===== config.mk =====
export PLATFORM = sky130hd
export DESIGN_NAME = gdi_core
export DESIGN_NICKNAME = d
export VERILOG_FILES = /design/src/gdi_pkg.sv /design/src/gdi_core.sv /design/src/gdi_sync.sv
export VERILOG_INCLUDE_DIRS = /design/src
export SDC_FILE = /design/constraint.sdc
export NUM_CORES = 1
export LEC_CHECK = 0
export BUFFER_PORTS_ARGS = -buffer_cell sky130_fd_sc_hd__buf_2
export CAP_MARGIN = 10
export CORE_UTILIZATION = 48
export CTS_BUF_LIST = sky130_fd_sc_hd__clkbuf_16
export CTS_CLUSTER_SIZE = 16
export DETAILED_ROUTE_END_ITERATION = 10
export GPL_ROUTABILITY_DRIVEN = 0
export PLACE_DENSITY = 0.71
export SETUP_SLACK_MARGIN = 0.3
export SLEW_MARGIN = 30
export SYNTH_ARGS = -nofsm -noshare
export SYNTH_HDL_FRONTEND = slang
export SYNTH_SLANG_ARGS = --single-unit

===== constraint.sdc =====
create_clock -name aclk -period 2.8 [get_ports aclk]
set_clock_uncertainty 0.05 [all_clocks]
set_input_delay 0.14 -clock aclk [delete_from_list [all_inputs] [get_ports aclk]]
set_output_delay 0.14 -clock aclk [all_outputs]
set_load 0.005 [all_outputs]

===== src/gdi_defines.svh =====
// offsets, field positions, reset values, bus codes and timing of the instrument bus interface
`ifndef GDI_DEFINES_SVH
`define GDI_DEFINES_SVH

`define GDI_OFS_CTRL 8'h00
`define GDI_OFS_STAT 8'h04
`define GDI_OFS_TXD 8'h08
`define GDI_OFS_RXD 8'h0c
`define GDI_OFS_SPOLL 8'h10
`define GDI_OFS_IRQ_STAT 8'h14
`define GDI_OFS_IRQ_MASK 8'h18

`define GDI_CTRL_EOS_EN 0
`define GDI_CTRL_ID_SEND 1
`define GDI_CTRL_SRQ_REQ 2
`define GDI_TXD_EOI 8
`define GDI_RXD_END 8

`define GDI_IRQ_RX 0
`define GDI_IRQ_MSG_END 1
`define GDI_IRQ_TRIG 2
`define GDI_IRQ_CLEAR 3
`define GDI_IRQ_RTL 4
`define GDI_IRQ_IFC 5
`define GDI_IRQ_TX_DONE 6
`define GDI_IRQ_W 7

`define GDI_RESP_OKAY 2'h0
`define GDI_RESP_SLVERR 2'h2

`define GDI_SRQ_RST 1'b1
`define GDI_ADDR_NONE 5'h1f
`define GDI_CMD_GTL 7'h01
`define GDI_CMD_SDC 7'h04
`define GDI_CMD_GET 7'h08
`define GDI_CMD_LLO 7'h11
`define GDI_CMD_DCL 7'h14
`define GDI_CMD_SPE 7'h18
`define GDI_CMD_SPD 7'h19
`define GDI_CMD_UNL 7'h3f
`define GDI_GRP_LISTEN 2'h1
`define GDI_GRP_TALK 2'h2
`define GDI_CHAR_LF 8'h0a

`define GDI_CLK_MHZ 100
`define GDI_T_SETTLE_NS 2000
`define GDI_SETTLE_CYC ((`GDI_T_SETTLE_NS * `GDI_CLK_MHZ + 999) / 1000)

// identity prefix value is arbitrary
`define GDI_ID_PREFIX 64'h4944_2058_595a_2f30
`define GDI_ID_LEN 8

`endif


===== src/gdi_pkg.sv =====
// types shared by the instrument bus interface
package gdi_pkg;

   typedef struct packed {
      logic [7:0] dio_n;
      logic dav_n;
      logic nrfd_n;
      logic ndac_n;
      logic eoi_n;
      logic atn_n;
      logic ifc_n;
      logic ren_n;
   } gdi_bus_in_t;

   typedef struct packed {
      logic [7:0] dio_n;
      logic dav_n;
      logic nrfd_n;
      logic ndac_n;
      logic eoi_n;
      logic srq_n;
   } gdi_bus_drv_t;

   typedef struct packed {
      logic [4:0] addr;
      logic lf_sel;
      logic talk_only;
      logic listen_only;
      logic rtl_btn;
   } gdi_sw_t;

   typedef enum logic [1:0] {AH_IDLE = 2'b00, AH_ACPT = 2'b01, AH_WAIT = 2'b11, AH_OFF = 2'b10} gdi_ah_t;
   typedef enum logic [1:0] {SH_IDLE = 2'b00, SH_SETL = 2'b01, SH_DAV = 2'b11, SH_DONE = 2'b10} gdi_sh_t;

endpackage : gdi_pkg


===== src/gdi_core.sv =====
// device-side instrument bus interface with axi4-lite registers
//
// Decided for this implementation: the AXI4-Lite slave port and the register addresses.
`timescale 1ns/1ps
`include "gdi_defines.svh"
////////////////////////////////////////////////////////////////////////////////
// Notes on behaviour
// [RULE1] detect listen or talk addressing and show matching readout indicator
// [RULE2] serial poll enable then talk returns status byte; disable ends it
// [RULE3] primary address comes from five rear switches, live after change
// [RULE4] only addresses 0 through 30 are usable; 31 never matches
// [RULE5] with line feed selected, a lone line feed ends a message
// [RULE6] talk-only: each return_local_button press requests settings response
// [RULE7] listen-only: always a listener, takes every bus message; the code stores data bytes only while ren is asserted
// [RULE8] interface clear unaddresses the device and drops listen indicator
// [RULE9] data executed only while remote enable held; release returns local
// [RULE10] service request after power-up and at enabled end of sweep
// [RULE11] identity_query answer starts with fixed prefix, sent when talking
// [RULE12] local lockout disables programmable front-panel controls
// [RULE13] go-to-local re-enables all front-panel controls
// [RULE14] group execute trigger aborts sweep and re-arms trigger
// [RULE15] selected or universal device clear empties output and pending query
module gdi_core
(
   input logic aclk,
   input logic aresetn,
   input logic [7:0] awaddr,
   input logic awvalid,
   output logic awready,
   input logic [31:0] wdata,
   input logic [3:0] wstrb,
   input logic wvalid,
   output logic wready,
   output logic [1:0] bresp,
   output logic bvalid,
   input logic bready,
   input logic [7:0] araddr,
   input logic arvalid,
   output logic arready,
   output logic [31:0] rdata,
   output logic [1:0] rresp,
   output logic rvalid,
   input logic rready,
   input gdi_pkg::gdi_bus_in_t bus_i,
   output gdi_pkg::gdi_bus_drv_t bus_o,
   output gdi_pkg::gdi_bus_drv_t bus_oe,
   input gdi_pkg::gdi_sw_t sw_i,
   input logic sweep_end,
   output logic listen_ind,
   output logic talk_ind,
   output logic remote,
   output logic panel_lock,
   output logic sweep_rearm,
   output logic irq
);
   ////////////////////////////////////////////////////////////////////////////
   // pin synchronisers and decoded levels
   logic [23:0] sync_q;
   gdi_pkg::gdi_bus_in_t bin;
   gdi_pkg::gdi_sw_t sw;
   logic atn, ifc, ren, dav, nrfd, ndac, eoi, addr_ok;

   gdi_sync #(.W(24), .INIT({15'h7fff, 9'h000})) u_sync
   (
      .aclk(aclk),
      .aresetn(aresetn),
      .d({bus_i, sw_i}),
      .q(sync_q)
   );

   assign bin = sync_q[23:9];
   assign sw = sync_q[8:0];
   assign atn = ~bin.atn_n;
   assign ifc = ~bin.ifc_n;
   assign ren = ~bin.ren_n;
   assign dav = ~bin.dav_n;
   assign nrfd = ~bin.nrfd_n;
   assign ndac = ~bin.ndac_n;
   assign eoi = ~bin.eoi_n;
   assign addr_ok = sw.addr != `GDI_ADDR_NONE; // [RULE4]

   function automatic logic reg_hit(input logic [7:0] a);
      reg_hit = a inside {`GDI_OFS_CTRL, `GDI_OFS_STAT, `GDI_OFS_TXD, `GDI_OFS_RXD, `GDI_OFS_SPOLL,
                          `GDI_OFS_IRQ_STAT, `GDI_OFS_IRQ_MASK};
   endfunction : reg_hit

   function automatic logic [7:0] id_char(input logic [2:0] i);
      logic [63:0] p;
      p = `GDI_ID_PREFIX;
      id_char = p[63 - 8 * i -: 8];
   endfunction : id_char

   ////////////////////////////////////////////////////////////////////////////
   // state shared by the handshakes
   gdi_pkg::gdi_ah_t ah_q, ah_d;
   gdi_pkg::gdi_sh_t sh_q;
   logic listen_q, talk_q, spms_q, rx_full_q, rx_end_q, tx_full_q, tx_eoi_q, id_busy_q, srq_q, eos_en_q;
   logic [7:0] acc_byte_q, rx_data_q, tx_data_q, dio_n_q, settle_q;
   logic acc_atn_q, acc_eoi_q, dio_oe_q, dav_oe_q, eoi_oe_q, nrfd_oe_q, ndac_oe_q, rtl_q;
   logic [2:0] id_idx_q;
   logic [5:0] spoll_q;
   logic [6:0] irq_stat_q, irq_mask_q, ev;
   logic listen_eff, talk_eff, cmd_ev, data_ev, clear_ev, trig_ev, msg_end, rx_ev, sent_ev, rtl_ev;
   logic [6:0] cmd;
   logic is_sp_q, is_id_q;

   assign listen_eff = listen_q | sw.listen_only; // [RULE7]
   assign talk_eff = talk_q | sw.talk_only;
   assign cmd = acc_byte_q[6:0];
   assign cmd_ev = (ah_q == gdi_pkg::AH_ACPT) & acc_atn_q;
   assign data_ev = (ah_q == gdi_pkg::AH_ACPT) & ~acc_atn_q;
   assign clear_ev = cmd_ev & ((cmd == `GDI_CMD_DCL) | ((cmd == `GDI_CMD_SDC) & listen_eff)); // [RULE15]
   assign trig_ev = cmd_ev & (cmd == `GDI_CMD_GET) & listen_eff;
   assign msg_end = acc_eoi_q | (sw.lf_sel & (acc_byte_q == `GDI_CHAR_LF)); // [RULE5]
   assign rx_ev = data_ev & ren; // [RULE9]

   ////////////////////////////////////////////////////////////////////////////
   // acceptor handshake
   always_comb
   begin
      ah_d = ah_q;
      unique case (ah_q)
         gdi_pkg::AH_OFF: if (atn | listen_eff) ah_d = gdi_pkg::AH_IDLE;
         gdi_pkg::AH_IDLE:
            if (!(atn | listen_eff)) ah_d = gdi_pkg::AH_OFF;
            else if (dav & (atn | ~rx_full_q)) ah_d = gdi_pkg::AH_ACPT;
         gdi_pkg::AH_ACPT: ah_d = gdi_pkg::AH_WAIT;
         gdi_pkg::AH_WAIT: if (!dav) ah_d = gdi_pkg::AH_IDLE;
      endcase
   end

   always_ff @(posedge aclk)
   begin
      if (!aresetn)
      begin
         ah_q <= gdi_pkg::AH_OFF;
         nrfd_oe_q <= 1'b0;
         ndac_oe_q <= 1'b0;
         acc_byte_q <= 8'h00;
         acc_atn_q <= 1'b0;
         acc_eoi_q <= 1'b0;
      end
      else
      begin
         ah_q <= ah_d;
         nrfd_oe_q <= ((ah_d == gdi_pkg::AH_IDLE) & ~(atn | ~rx_full_q)) | ah_d[0];
         ndac_oe_q <= ~ah_d[1];
         if (ah_q == gdi_pkg::AH_IDLE && ah_d == gdi_pkg::AH_ACPT)
         begin
            acc_byte_q <= ~bin.dio_n;
            acc_atn_q <= atn;
            acc_eoi_q <= eoi;
         end
      end
   end

   ////////////////////////////////////////////////////////////////////////////
   // addressing, serial poll, remote and lockout
   always_ff @(posedge aclk)
   begin
      if (!aresetn || ifc) // [RULE8]
      begin
         listen_q <= 1'b0;
         talk_q <= 1'b0;
         spms_q <= 1'b0;
      end
      else if (cmd_ev)
      begin
         if (cmd == `GDI_CMD_UNL) listen_q <= 1'b0;
         else if (addr_ok && cmd == {`GDI_GRP_LISTEN, sw.addr}) listen_q <= 1'b1; // [RULE3]
         if (cmd[6:5] == `GDI_GRP_TALK) talk_q <= addr_ok && cmd[4:0] == sw.addr; // [RULE3]
         if (cmd == `GDI_CMD_SPE) spms_q <= 1'b1; // [RULE2]
         if (cmd == `GDI_CMD_SPD) spms_q <= 1'b0; // [RULE2]
      end
   end

   always_ff @(posedge aclk)
   begin
      if (!aresetn || !ren) // [RULE9]
      begin
         remote <= 1'b0;
         panel_lock <= 1'b0;
      end
      else if (cmd_ev)
      begin
         if (addr_ok && cmd == {`GDI_GRP_LISTEN, sw.addr}) remote <= 1'b1;
         if (cmd == `GDI_CMD_LLO) panel_lock <= 1'b1; // [RULE12]
         if (cmd == `GDI_CMD_GTL && listen_eff)
         begin
            remote <= 1'b0; // [RULE13]
            panel_lock <= 1'b0; // [RULE13]
         end
      end
   end

   always_ff @(posedge aclk)
   begin
      if (!aresetn)
      begin
         listen_ind <= 1'b0;
         talk_ind <= 1'b0;
         sweep_rearm <= 1'b0;
         rtl_q <= 1'b0;
      end
      else
      begin
         listen_ind <= listen_eff & ~ifc; // [RULE1] [RULE8]
         talk_ind <= talk_eff & ~ifc; // [RULE1]
         sweep_rearm <= trig_ev; // [RULE14]
         rtl_q <= sw.rtl_btn;
      end
   end
   assign rtl_ev = sw.rtl_btn & ~rtl_q & sw.talk_only; // [RULE6]

   ////////////////////////////////////////////////////////////////////////////
   // source handshake; serial poll byte before identity before software byte
   always_ff @(posedge aclk)
   begin
      if (!aresetn || !(talk_eff && !atn))
      begin
         sh_q <= gdi_pkg::SH_IDLE;
         dio_n_q <= 8'hff;
         dio_oe_q <= 1'b0;
         dav_oe_q <= 1'b0;
         eoi_oe_q <= 1'b0;
         settle_q <= 8'h00;
         is_sp_q <= 1'b0;
         is_id_q <= 1'b0;
      end
      else
      begin
         unique case (sh_q)
            gdi_pkg::SH_IDLE:
               if (spms_q || id_busy_q || tx_full_q)
               begin
                  is_sp_q <= spms_q;
                  is_id_q <= ~spms_q & id_busy_q;
                  if (spms_q) dio_n_q <= ~{1'b0, srq_q, spoll_q}; // [RULE2]
                  else if (id_busy_q) dio_n_q <= ~id_char(id_idx_q); // [RULE11]
                  else dio_n_q <= ~tx_data_q;
                  eoi_oe_q <= ~spms_q & ~id_busy_q & tx_eoi_q;
                  dio_oe_q <= 1'b1;
                  settle_q <= 8'(`GDI_SETTLE_CYC);
                  sh_q <= gdi_pkg::SH_SETL;
               end
            gdi_pkg::SH_SETL:
               if (settle_q != 8'h00) settle_q <= settle_q - 8'h01;
               else if (!nrfd)
               begin
                  dav_oe_q <= 1'b1;
                  sh_q <= gdi_pkg::SH_DAV;
               end
            gdi_pkg::SH_DAV:
               if (!ndac)
               begin
                  dav_oe_q <= 1'b0;
                  sh_q <= gdi_pkg::SH_DONE;
               end
            gdi_pkg::SH_DONE:
            begin
               dio_oe_q <= 1'b0;
               eoi_oe_q <= 1'b0;
               sh_q <= gdi_pkg::SH_IDLE;
            end
         endcase
      end
   end
   assign sent_ev = (sh_q == gdi_pkg::SH_DAV) & ~ndac & talk_eff & ~atn;

   assign bus_o = '{dio_n: dio_n_q, default: '0};
   assign bus_oe = '{dio_n: {8{dio_oe_q}}, dav_n: dav_oe_q, nrfd_n: nrfd_oe_q, ndac_n: ndac_oe_q,
                     eoi_n: eoi_oe_q, srq_n: srq_q};

   ////////////////////////////////////////////////////////////////////////////
   // axi4-lite slave
   logic aw_have_q, w_have_q, wr_fire, ar_hs, aw_have_d, w_have_d, bvalid_d, rvalid_d;
   logic [7:0] waddr_q;
   logic [31:0] wdata_q, wm;
   logic [3:0] wstrb_q;

   assign wr_fire = aw_have_q & w_have_q & ~bvalid;
   assign aw_have_d = (aw_have_q | (awvalid & awready)) & ~wr_fire;
   assign w_have_d = (w_have_q | (wvalid & wready)) & ~wr_fire;
   assign bvalid_d = wr_fire | (bvalid & ~bready);
   assign ar_hs = arvalid & arready;
   assign rvalid_d = ar_hs | (rvalid & ~rready);
   assign wm = wdata_q & {{8{wstrb_q[3]}}, {8{wstrb_q[2]}}, {8{wstrb_q[1]}}, {8{wstrb_q[0]}}};

   always_ff @(posedge aclk)
   begin
      if (!aresetn)
      begin
         {aw_have_q, w_have_q, awready, wready, bvalid, arready, rvalid} <= 7'h00;
         bresp <= `GDI_RESP_OKAY;
         rresp <= `GDI_RESP_OKAY;
         rdata <= 32'h0000_0000;
         waddr_q <= 8'h00;
         wdata_q <= 32'h0000_0000;
         wstrb_q <= 4'h0;
      end
      else
      begin
         aw_have_q <= aw_have_d;
         w_have_q <= w_have_d;
         bvalid <= bvalid_d;
         rvalid <= rvalid_d;
         awready <= ~aw_have_d & ~bvalid_d;
         wready <= ~w_have_d & ~bvalid_d;
         arready <= ~rvalid_d;
         if (awvalid && awready) waddr_q <= awaddr;
         if (wvalid && wready)
         begin
            wdata_q <= wdata;
            wstrb_q <= wstrb;
         end
         if (wr_fire) bresp <= reg_hit(waddr_q) ? `GDI_RESP_OKAY : `GDI_RESP_SLVERR;
         if (ar_hs)
         begin
            rresp <= reg_hit(araddr) ? `GDI_RESP_OKAY : `GDI_RESP_SLVERR;
            unique case (araddr)
               `GDI_OFS_CTRL: rdata <= {31'h0, eos_en_q};
               `GDI_OFS_STAT: rdata <= {18'h0, srq_q, sw.addr, rx_full_q, tx_full_q, ren, spms_q,
                                        panel_lock, remote, talk_q, listen_q};
               `GDI_OFS_TXD: rdata <= {23'h0, tx_eoi_q, tx_data_q};
               `GDI_OFS_RXD: rdata <= {23'h0, rx_end_q, rx_data_q};
               `GDI_OFS_SPOLL: rdata <= {26'h0, spoll_q};
               `GDI_OFS_IRQ_STAT: rdata <= {25'h0, irq_stat_q};
               `GDI_OFS_IRQ_MASK: rdata <= {25'h0, irq_mask_q};
               default: rdata <= 32'h0000_0000;
            endcase
         end
      end
   end

   ////////////////////////////////////////////////////////////////////////////
   // software-visible data, control and interrupt registers
   always_ff @(posedge aclk)
   begin
      if (!aresetn)
      begin
         eos_en_q <= 1'b0;
         spoll_q <= 6'h00;
         irq_mask_q <= 7'h00;
      end
      else if (wr_fire)
      begin
         if (waddr_q == `GDI_OFS_CTRL && wstrb_q[0]) eos_en_q <= wdata_q[`GDI_CTRL_EOS_EN];
         if (waddr_q == `GDI_OFS_SPOLL && wstrb_q[0]) spoll_q <= wdata_q[5:0];
         if (waddr_q == `GDI_OFS_IRQ_MASK && wstrb_q[0]) irq_mask_q <= wdata_q[6:0];
      end
   end

   always_ff @(posedge aclk)
   begin
      if (!aresetn || clear_ev) // [RULE15]
      begin
         tx_full_q <= 1'b0;
         tx_eoi_q <= 1'b0;
         tx_data_q <= 8'h00;
         id_busy_q <= 1'b0;
         id_idx_q <= 3'h0;
      end
      else
      begin
         if (sent_ev && !is_sp_q && !is_id_q) tx_full_q <= 1'b0;
         else if (wr_fire && waddr_q == `GDI_OFS_TXD && wstrb_q[0] && !tx_full_q)
         begin
            tx_full_q <= 1'b1;
            tx_data_q <= wdata_q[7:0];
            tx_eoi_q <= wdata_q[`GDI_TXD_EOI];
         end
         if (sent_ev && is_id_q)
         begin
            id_idx_q <= id_idx_q + 3'h1;
            if (id_idx_q == 3'(`GDI_ID_LEN - 1)) id_busy_q <= 1'b0;
         end
         else if (wr_fire && waddr_q == `GDI_OFS_CTRL && wm[`GDI_CTRL_ID_SEND])
         begin
            id_busy_q <= 1'b1; // [RULE11]
            id_idx_q <= 3'h0;
         end
      end
   end

   always_ff @(posedge aclk)
   begin
      if (!aresetn)
      begin
         rx_full_q <= 1'b0;
         rx_end_q <= 1'b0;
         rx_data_q <= 8'h00;
         srq_q <= `GDI_SRQ_RST; // [RULE10]
      end
      else
      begin
         if (rx_ev)
         begin
            rx_full_q <= 1'b1;
            rx_data_q <= acc_byte_q;
            rx_end_q <= msg_end; // [RULE5]
         end
         else if (ar_hs && araddr == `GDI_OFS_RXD) rx_full_q <= 1'b0;
         if ((sweep_end && eos_en_q) || (wr_fire && waddr_q == `GDI_OFS_CTRL && wm[`GDI_CTRL_SRQ_REQ]))
            srq_q <= 1'b1; // [RULE10]
         else if (sent_ev && is_sp_q) srq_q <= 1'b0;
      end
   end

   assign ev = {sent_ev & ~is_sp_q, ifc, rtl_ev, clear_ev, trig_ev, rx_ev & msg_end, rx_ev};

   always_ff @(posedge aclk)
   begin
      if (!aresetn)
      begin
         irq_stat_q <= 7'h00;
         irq <= 1'b0;
      end
      else
      begin
         irq_stat_q <= (irq_stat_q & ~((wr_fire && waddr_q == `GDI_OFS_IRQ_STAT) ? wm[6:0] : 7'h00)) | ev;
         irq <= |(irq_stat_q & irq_mask_q);
      end
   end
endmodule : gdi_core


===== src/gdi_sync.sv =====
// two flip-flop synchroniser for pins and switches
`timescale 1ns/1ps
module gdi_sync
#(
   parameter int W = 1,
   parameter logic [W-1:0] INIT = '0
)
(
   input logic aclk,
   input logic aresetn,
   input logic [W-1:0] d,
   output logic [W-1:0] q
);
   logic [W-1:0] meta_q;

   always_ff @(posedge aclk)
   begin
      if (!aresetn)
      begin
         meta_q <= INIT;
         q <= INIT;
      end
      else
      begin
         meta_q <= d;
         q <= meta_q;
      end
   end
endmodule : gdi_sync

# Word level (Yosys, flattened, before mapping)
# Index checks and enable logic that the tools add are counted.
# totals
register_bits,202
inputBits,84
output_inout_bits,73
wordCells,282
# op_classes
bitwise,76
n_eq_ne,39
n_reduce_logical,70
n_addsub,3
mux,41
n_shift,1
# op_table
cell,n
$pmux 14 s7,1
$shiftx 71x33->8 const A,1
$eq 8x5->1 const B,6
$eq 8x4->1 const B,5
$and 1x1->1,33
$mux 8,4
$eq 7x5->1 const B,4
$not 8->8,3
$reduce_and 2->1,12
$logic_and 1x1->1,23
$not 1->1,23
$and 7x7->7,3
$mux 2,10
$reduce_bool 2->1,9
$mux 1,17
$eq 8x3->1 const B,2
$logic_not 8->1,2
$pmux 2 s4,2
$pmux 8 s2,1
$reduce_bool 7->1,2
$or 1x1->1,11
$eq 2x2->1 const B,5
$not 7->8,1
$reduce_and 4->1,2
other kinds (26),48

# Logic depth before layout (Yosys ltp)
# logic_depth
ltp_word,9
ltp_mapped,6
depth_no_buf,6

# Cells and area by module
# A second synthesis with hierarchy kept.
# unflattened
hier_cells,829
area_unflattened_um2,7596.0
# by_module_without_submodules
module,n_inst,cells_per_inst,area_per_inst_um2,seq_area_each_um2
gdi_core,1,728,6294.8,2682.6
gdi_sync,1,101,1301.2,960.9

# Worst setup path after synthesis
# Ideal clock, no wire load.
# synth_timing
path_kind,register to register
start,register bvalid
end,register eos_en_q
period_less_slack_ps,2001
setup_slack_ps,799
required_time_ps,2679
stages_incl_launch_ff,5
setup_ps,71
n_path_buf,0
arrival_time_ps,1880
path_cell_list,dfxtp_1 nand3b_1 or4_4 or4b_1 a21oi_1
# synth_via
elab_chain_cells,3
# synth_rtl
element,line_no,source
start: declaration,gdi_core.sv:35,"output logic bvalid,"
start signal: assignment,gdi_core.sv:305,bvalid <= bvalid_d;
$not 1->1,gdi_core.sv:281,assign wr_fire = aw_have_q & w_have_q & ~bvalid;
$and 1x1->1,gdi_core.sv:281,
$reduce_and 2->1 (no source line),-,
end signal: assignment,gdi_core.sv:347,if (waddr_q == `GDI_OFS_CTRL && wstrb_q[0]) eos_en_q <= wdata_q[`GDI_CTRL_EOS_EN];
end: declaration,gdi_core.sv:97,"logic listen_q, talk_q, spms_q, rx_full_q, rx_end_q, tx_full_q, tx_eoi_q, id_busy_q, srq_q, eos_en_q;"
# Every way passes these cells.
# A chain may end at the register's enable or synchronous reset.

# Worst setup path after layout
# layout_timing
start,register waddr_q[0]
end,register eos_en_q
# layout_via
elab_chain_cells,3
# layout_rtl
element,line_no,source
start: declaration,gdi_core.sv:277,logic [7:0] waddr_q;
start signal: assignment,gdi_core.sv:310,if (awvalid && awready) waddr_q <= awaddr;
$logic_not 8->1 (no source line),-,
$logic_and 1x1->1,gdi_core.sv:347,
$reduce_and 2->1 (no source line),-,
# Every way passes these cells.

==> flow_summary.yaml <==
layout:
  stdcell_count: 1176
  diodes: 0
  area_growth_pct: 21.0
  nNetsFinal: 1044
  drive_gt1_share_pct: 17.4
worst_setup_path:
  worst_setup_path_end_kind: "flop"
  cp_max_fo: 12
  worstSetupStartpoint: "waddr_q[0]$_SDFFE_PN0P_"
  worstSetupPathType: "reg -> reg"
  startpoint_type: "flop"
  required_ns: 3.11
  r2r-start: "waddr_q[0]$_SDFFE_PN0P_"
  path_cells: "or3b_1 -> or4_4 -> or4b_1 -> a21oi_1"
  slowest_stage: "or4_4"
  worstPathArrival_ns: 2.46
  cpPeakStageDelay_ns: 0.54
logic_synthesis:
  yosysWarnings: 0
  ys_seq_area_share_pct: 48.0
  synth_edf_count: 0
  synth_seq_cells: 182
  async_flop_share_pct: 0
  synth.distinct_cells: 74
  synth_top_flop_cell: "dfxtp_1"
  synth.cell_area_um2: 7590
  syn-instance-count: 833
  syn_avg_cell_area_um2: 9.11
cts:
  cts.sinks: 182
  clockBufferDepth: 2
  cts_root_buffer: "clkbuf_16"
  cts_inserted_buffers: 17
  clk_pin_slew_ns: 0.08
  tritoncts: "built"
  cts_max_level: 4
  clk_latency_ns: 0.44
  cts_resized: 0
hold_path:
  min-delay-start: "araddr[6]"
  min_path_type: "in -> reg"
outcome:
  status: "finished, final reports clean"
place:
  hpwlAfterDp_um: 12300
  port_buffers: 105
  dp.cells: 1096
route:
  via_per_inst: 5.37
  drt_wl_total_um: 18400
  drt_pass1_iterations: 5
  wl_per_cell_um: 15.7
  vias: 6320
  drt_iter0_drc: 541
  drc_errors: 0
  postRouteAntennaNets: 0
power_and_ir_drop:
  p_leak_nw: 3.54
  p_per_area_nw_per_um2: 593
  peakVddDrop_v: 0.000455
  totalPowerFinal_mw: 5.45
sta:
  setup_viol: 0
  min_period_ns: 2.15
  max_slew_margin_pct: 48.0
  fin_crit_sh_pct: 76.7
  final-max-slew-violation-count: 0
  hold_viol_final: 0
  tns_ns: 0
  rsz0062_at_grt: "false"
  max_freq_mhz: 466
  worst_pin_slew_ns: 0.777
floorplanning:
  dieArea_um2: 16300
  row_count: 45
  core-area_um2: 15300
  ios: 157
  die_w_um: 128
  die_h_um: 128
  initial_core_util_pct: 49.6
global_route:
  grt_usage_pct: 23.7
  grt_pass1_wl_um: 30100
  antenna_found_initial: 0
  grt_max_degree: 73
  overflow: 0
  grt_pass1_vias: 5960
run:
  max-cap-violations: 0
==> power by group <==
group | switching [mW] | leakage, nW | internal [mW]
Combinational | 0.155 | 1.75 | 0.141
Sequential | 0.0404 | 1.48 | 2.64
Clock | 1.17 | 0.307 | 1.30
==> path summary, 6_finish.rpt <==
| path | to | cells after the start | slack, ns |
|---|---|---|---|
| worst max-delay path | eos_en_q$_SDFFE_PN0P_ | 4 | 0.65 |
| worst min-delay path | rx_full_q$_SDFFE_PN0P_ | 4 | 0.12 |
| worst max register to register | eos_en_q$_SDFFE_PN0P_ | 4 | 0.65 |
| worst min register to register | u_sync.q[18]$_SDFF_PN1_ | 1 | 0.36 |
==> flip-flops by register name, summed over array words and instances (netlist names), 2 cells and up <==
register and flops:
u_sync.q 24, acc_byte_q 8, irq_stat_q 7, u_sync.meta_q 24, spoll_q 6, waddr_q 8, id_idx_q 3, tx_data_q 8
rdata 14, irq_mask_q 7, wdata_q 9, sh_q 2, ah_q 2, settle_q 8, dio_n_q 8, rx_data_q 8
==> critical path, delay by kind of cell (launching register included) <==
| kind | cells | cell delay (ns) |
|---|---|---|
| compound gates | 1 | 0.15 |
| flops | 1 | 0.32 |
| simple gates | 3 | 1.55 |
==> logic make-up (layout without fill, tap and decap cells) <==
logic type                 count (synthesis)  in the layout  share of synthesized area (%)
other                                      1             25                         0.0494
buffers and inverters                    105            213                           7.20
AOI/OAI and AO/OA                        189            189                           16.5
and+or+nand+nor                          305            305                           21.2
xor gates and xnor gates                   7              7                          0.808
muxes                                     36             36                           4.88
adders and majority gates                  8              8                           1.32
DFF                                      182            182                           48.0
==> routing by layer <==
metal  vias up  global-route usage, %  part of all wire (%)
met1      2948                   31.7                    46
li1       3119                      -                     -
met4         0                   8.44                   2.1
met2       227                   37.3                    45
met3        26                   5.80                   7.0
met5         -                      0                     0
==> cells in the mapped netlist (8+ instances only) <==
| cell | count | area share (%) |
|---|---|---|
| mux2i_1 | 28 | 3.7 |
| ha_1 | 8 | 1.3 |
| clkbuf_1 | 40 | 2.0 |
| mux2_2 | 8 | 1.2 |
| nand2_1 | 87 | 4.3 |
| nand4_1 | 16 | 1.3 |
| dfxtp_1 | 182 | 48 |
| a31oi_1 | 9 | 0.74 |
| o21ai_0 | 28 | 1.8 |
| nor2_1 | 60 | 3.0 |
| nor3_1 | 14 | 0.92 |
| a21oi_1 | 63 | 4.2 |
| and2_1 | 26 | 2.1 |
| nand2b_1 | 35 | 2.9 |
| inv_1 | 18 | 0.89 |
| nand3_1 | 12 | 0.79 |
| a211oi_1 | 22 | 2.2 |
| buf_4 | 38 | 3.8 |
| nor2b_1 | 8 | 0.66 |
==> metrics by stage <==
step	cell area, µm²	setup slack, ns	utilization (%)	hold WS (ns)
floorplan	7680	0.799	-	0.191
global placement	8080	0.693	52.7	0.271
detailed placement	8080	0.680	52.7	0.272
CTS	9190	0.657	60.0	0.0902
global route	9190	0.586	60.0	0.118
finish	9190	0.652	60.0	0.116
==> cell type report <==
| cell class | instances | area [µm²] |
|---|---|---|
| Sequential cell | 182 | 3640 |
| Tap cell | 211 | 264 |
| Multi-Input combinational cell | 570 | 3490 |
| Inverter | 19 | 71.3 |
| Clock buffer | 17 | 425 |
| Clock inverter | 15 | 204 |
| Timing Repair Buffer | 162 | 1090 |
| Fill cell | 1384 | 6130 |
==> placed cells by master (no fill, tap or decap), types with 4 or more instances in the layout <==
cell	Yosys	final
a211o_1	4	4
a211oi_1	22	22
a21oi_1	63	62
a221oi_1	7	7
a22o_1	7	7
a22oi_1	4	4
a31oi_1	9	9
and2_1	26	26
and3_1	4	4
buf_2	1	105
buf_4	38	8
clkbuf_16	0	17
clkinv_8	0	5
conb_1	1	25
dfxtp_1	182	182
dlygate4sd3_1	0	48
ha_1	8	8
inv_1	18	18
inv_8	0	4
mux2_2	8	8
mux2i_1	28	28
nand2_1	87	87
nand2b_1	35	35
nand3_1	12	12
nand3b_1	4	4
nand4_1	16	16
nor2_1	60	60
nor2b_1	8	8
nor3_1	14	14
nor4_1	4	4
o211ai_1	4	4
o21a_1	4	4
o21ai_0	28	28
o31ai_1	6	6
or3_1	7	7
xnor2_1	4	4
==> what timing repair did <==
| item | 4_1_cts | 5_1_grt |
|---|---|---|
| buffers inserted | 0 | 0 |
| hold endpoints to repair | 51 | 0 |
| hold buffers | 48 | 0 |
Note: power is estimated with default switching activity, not from simulation.
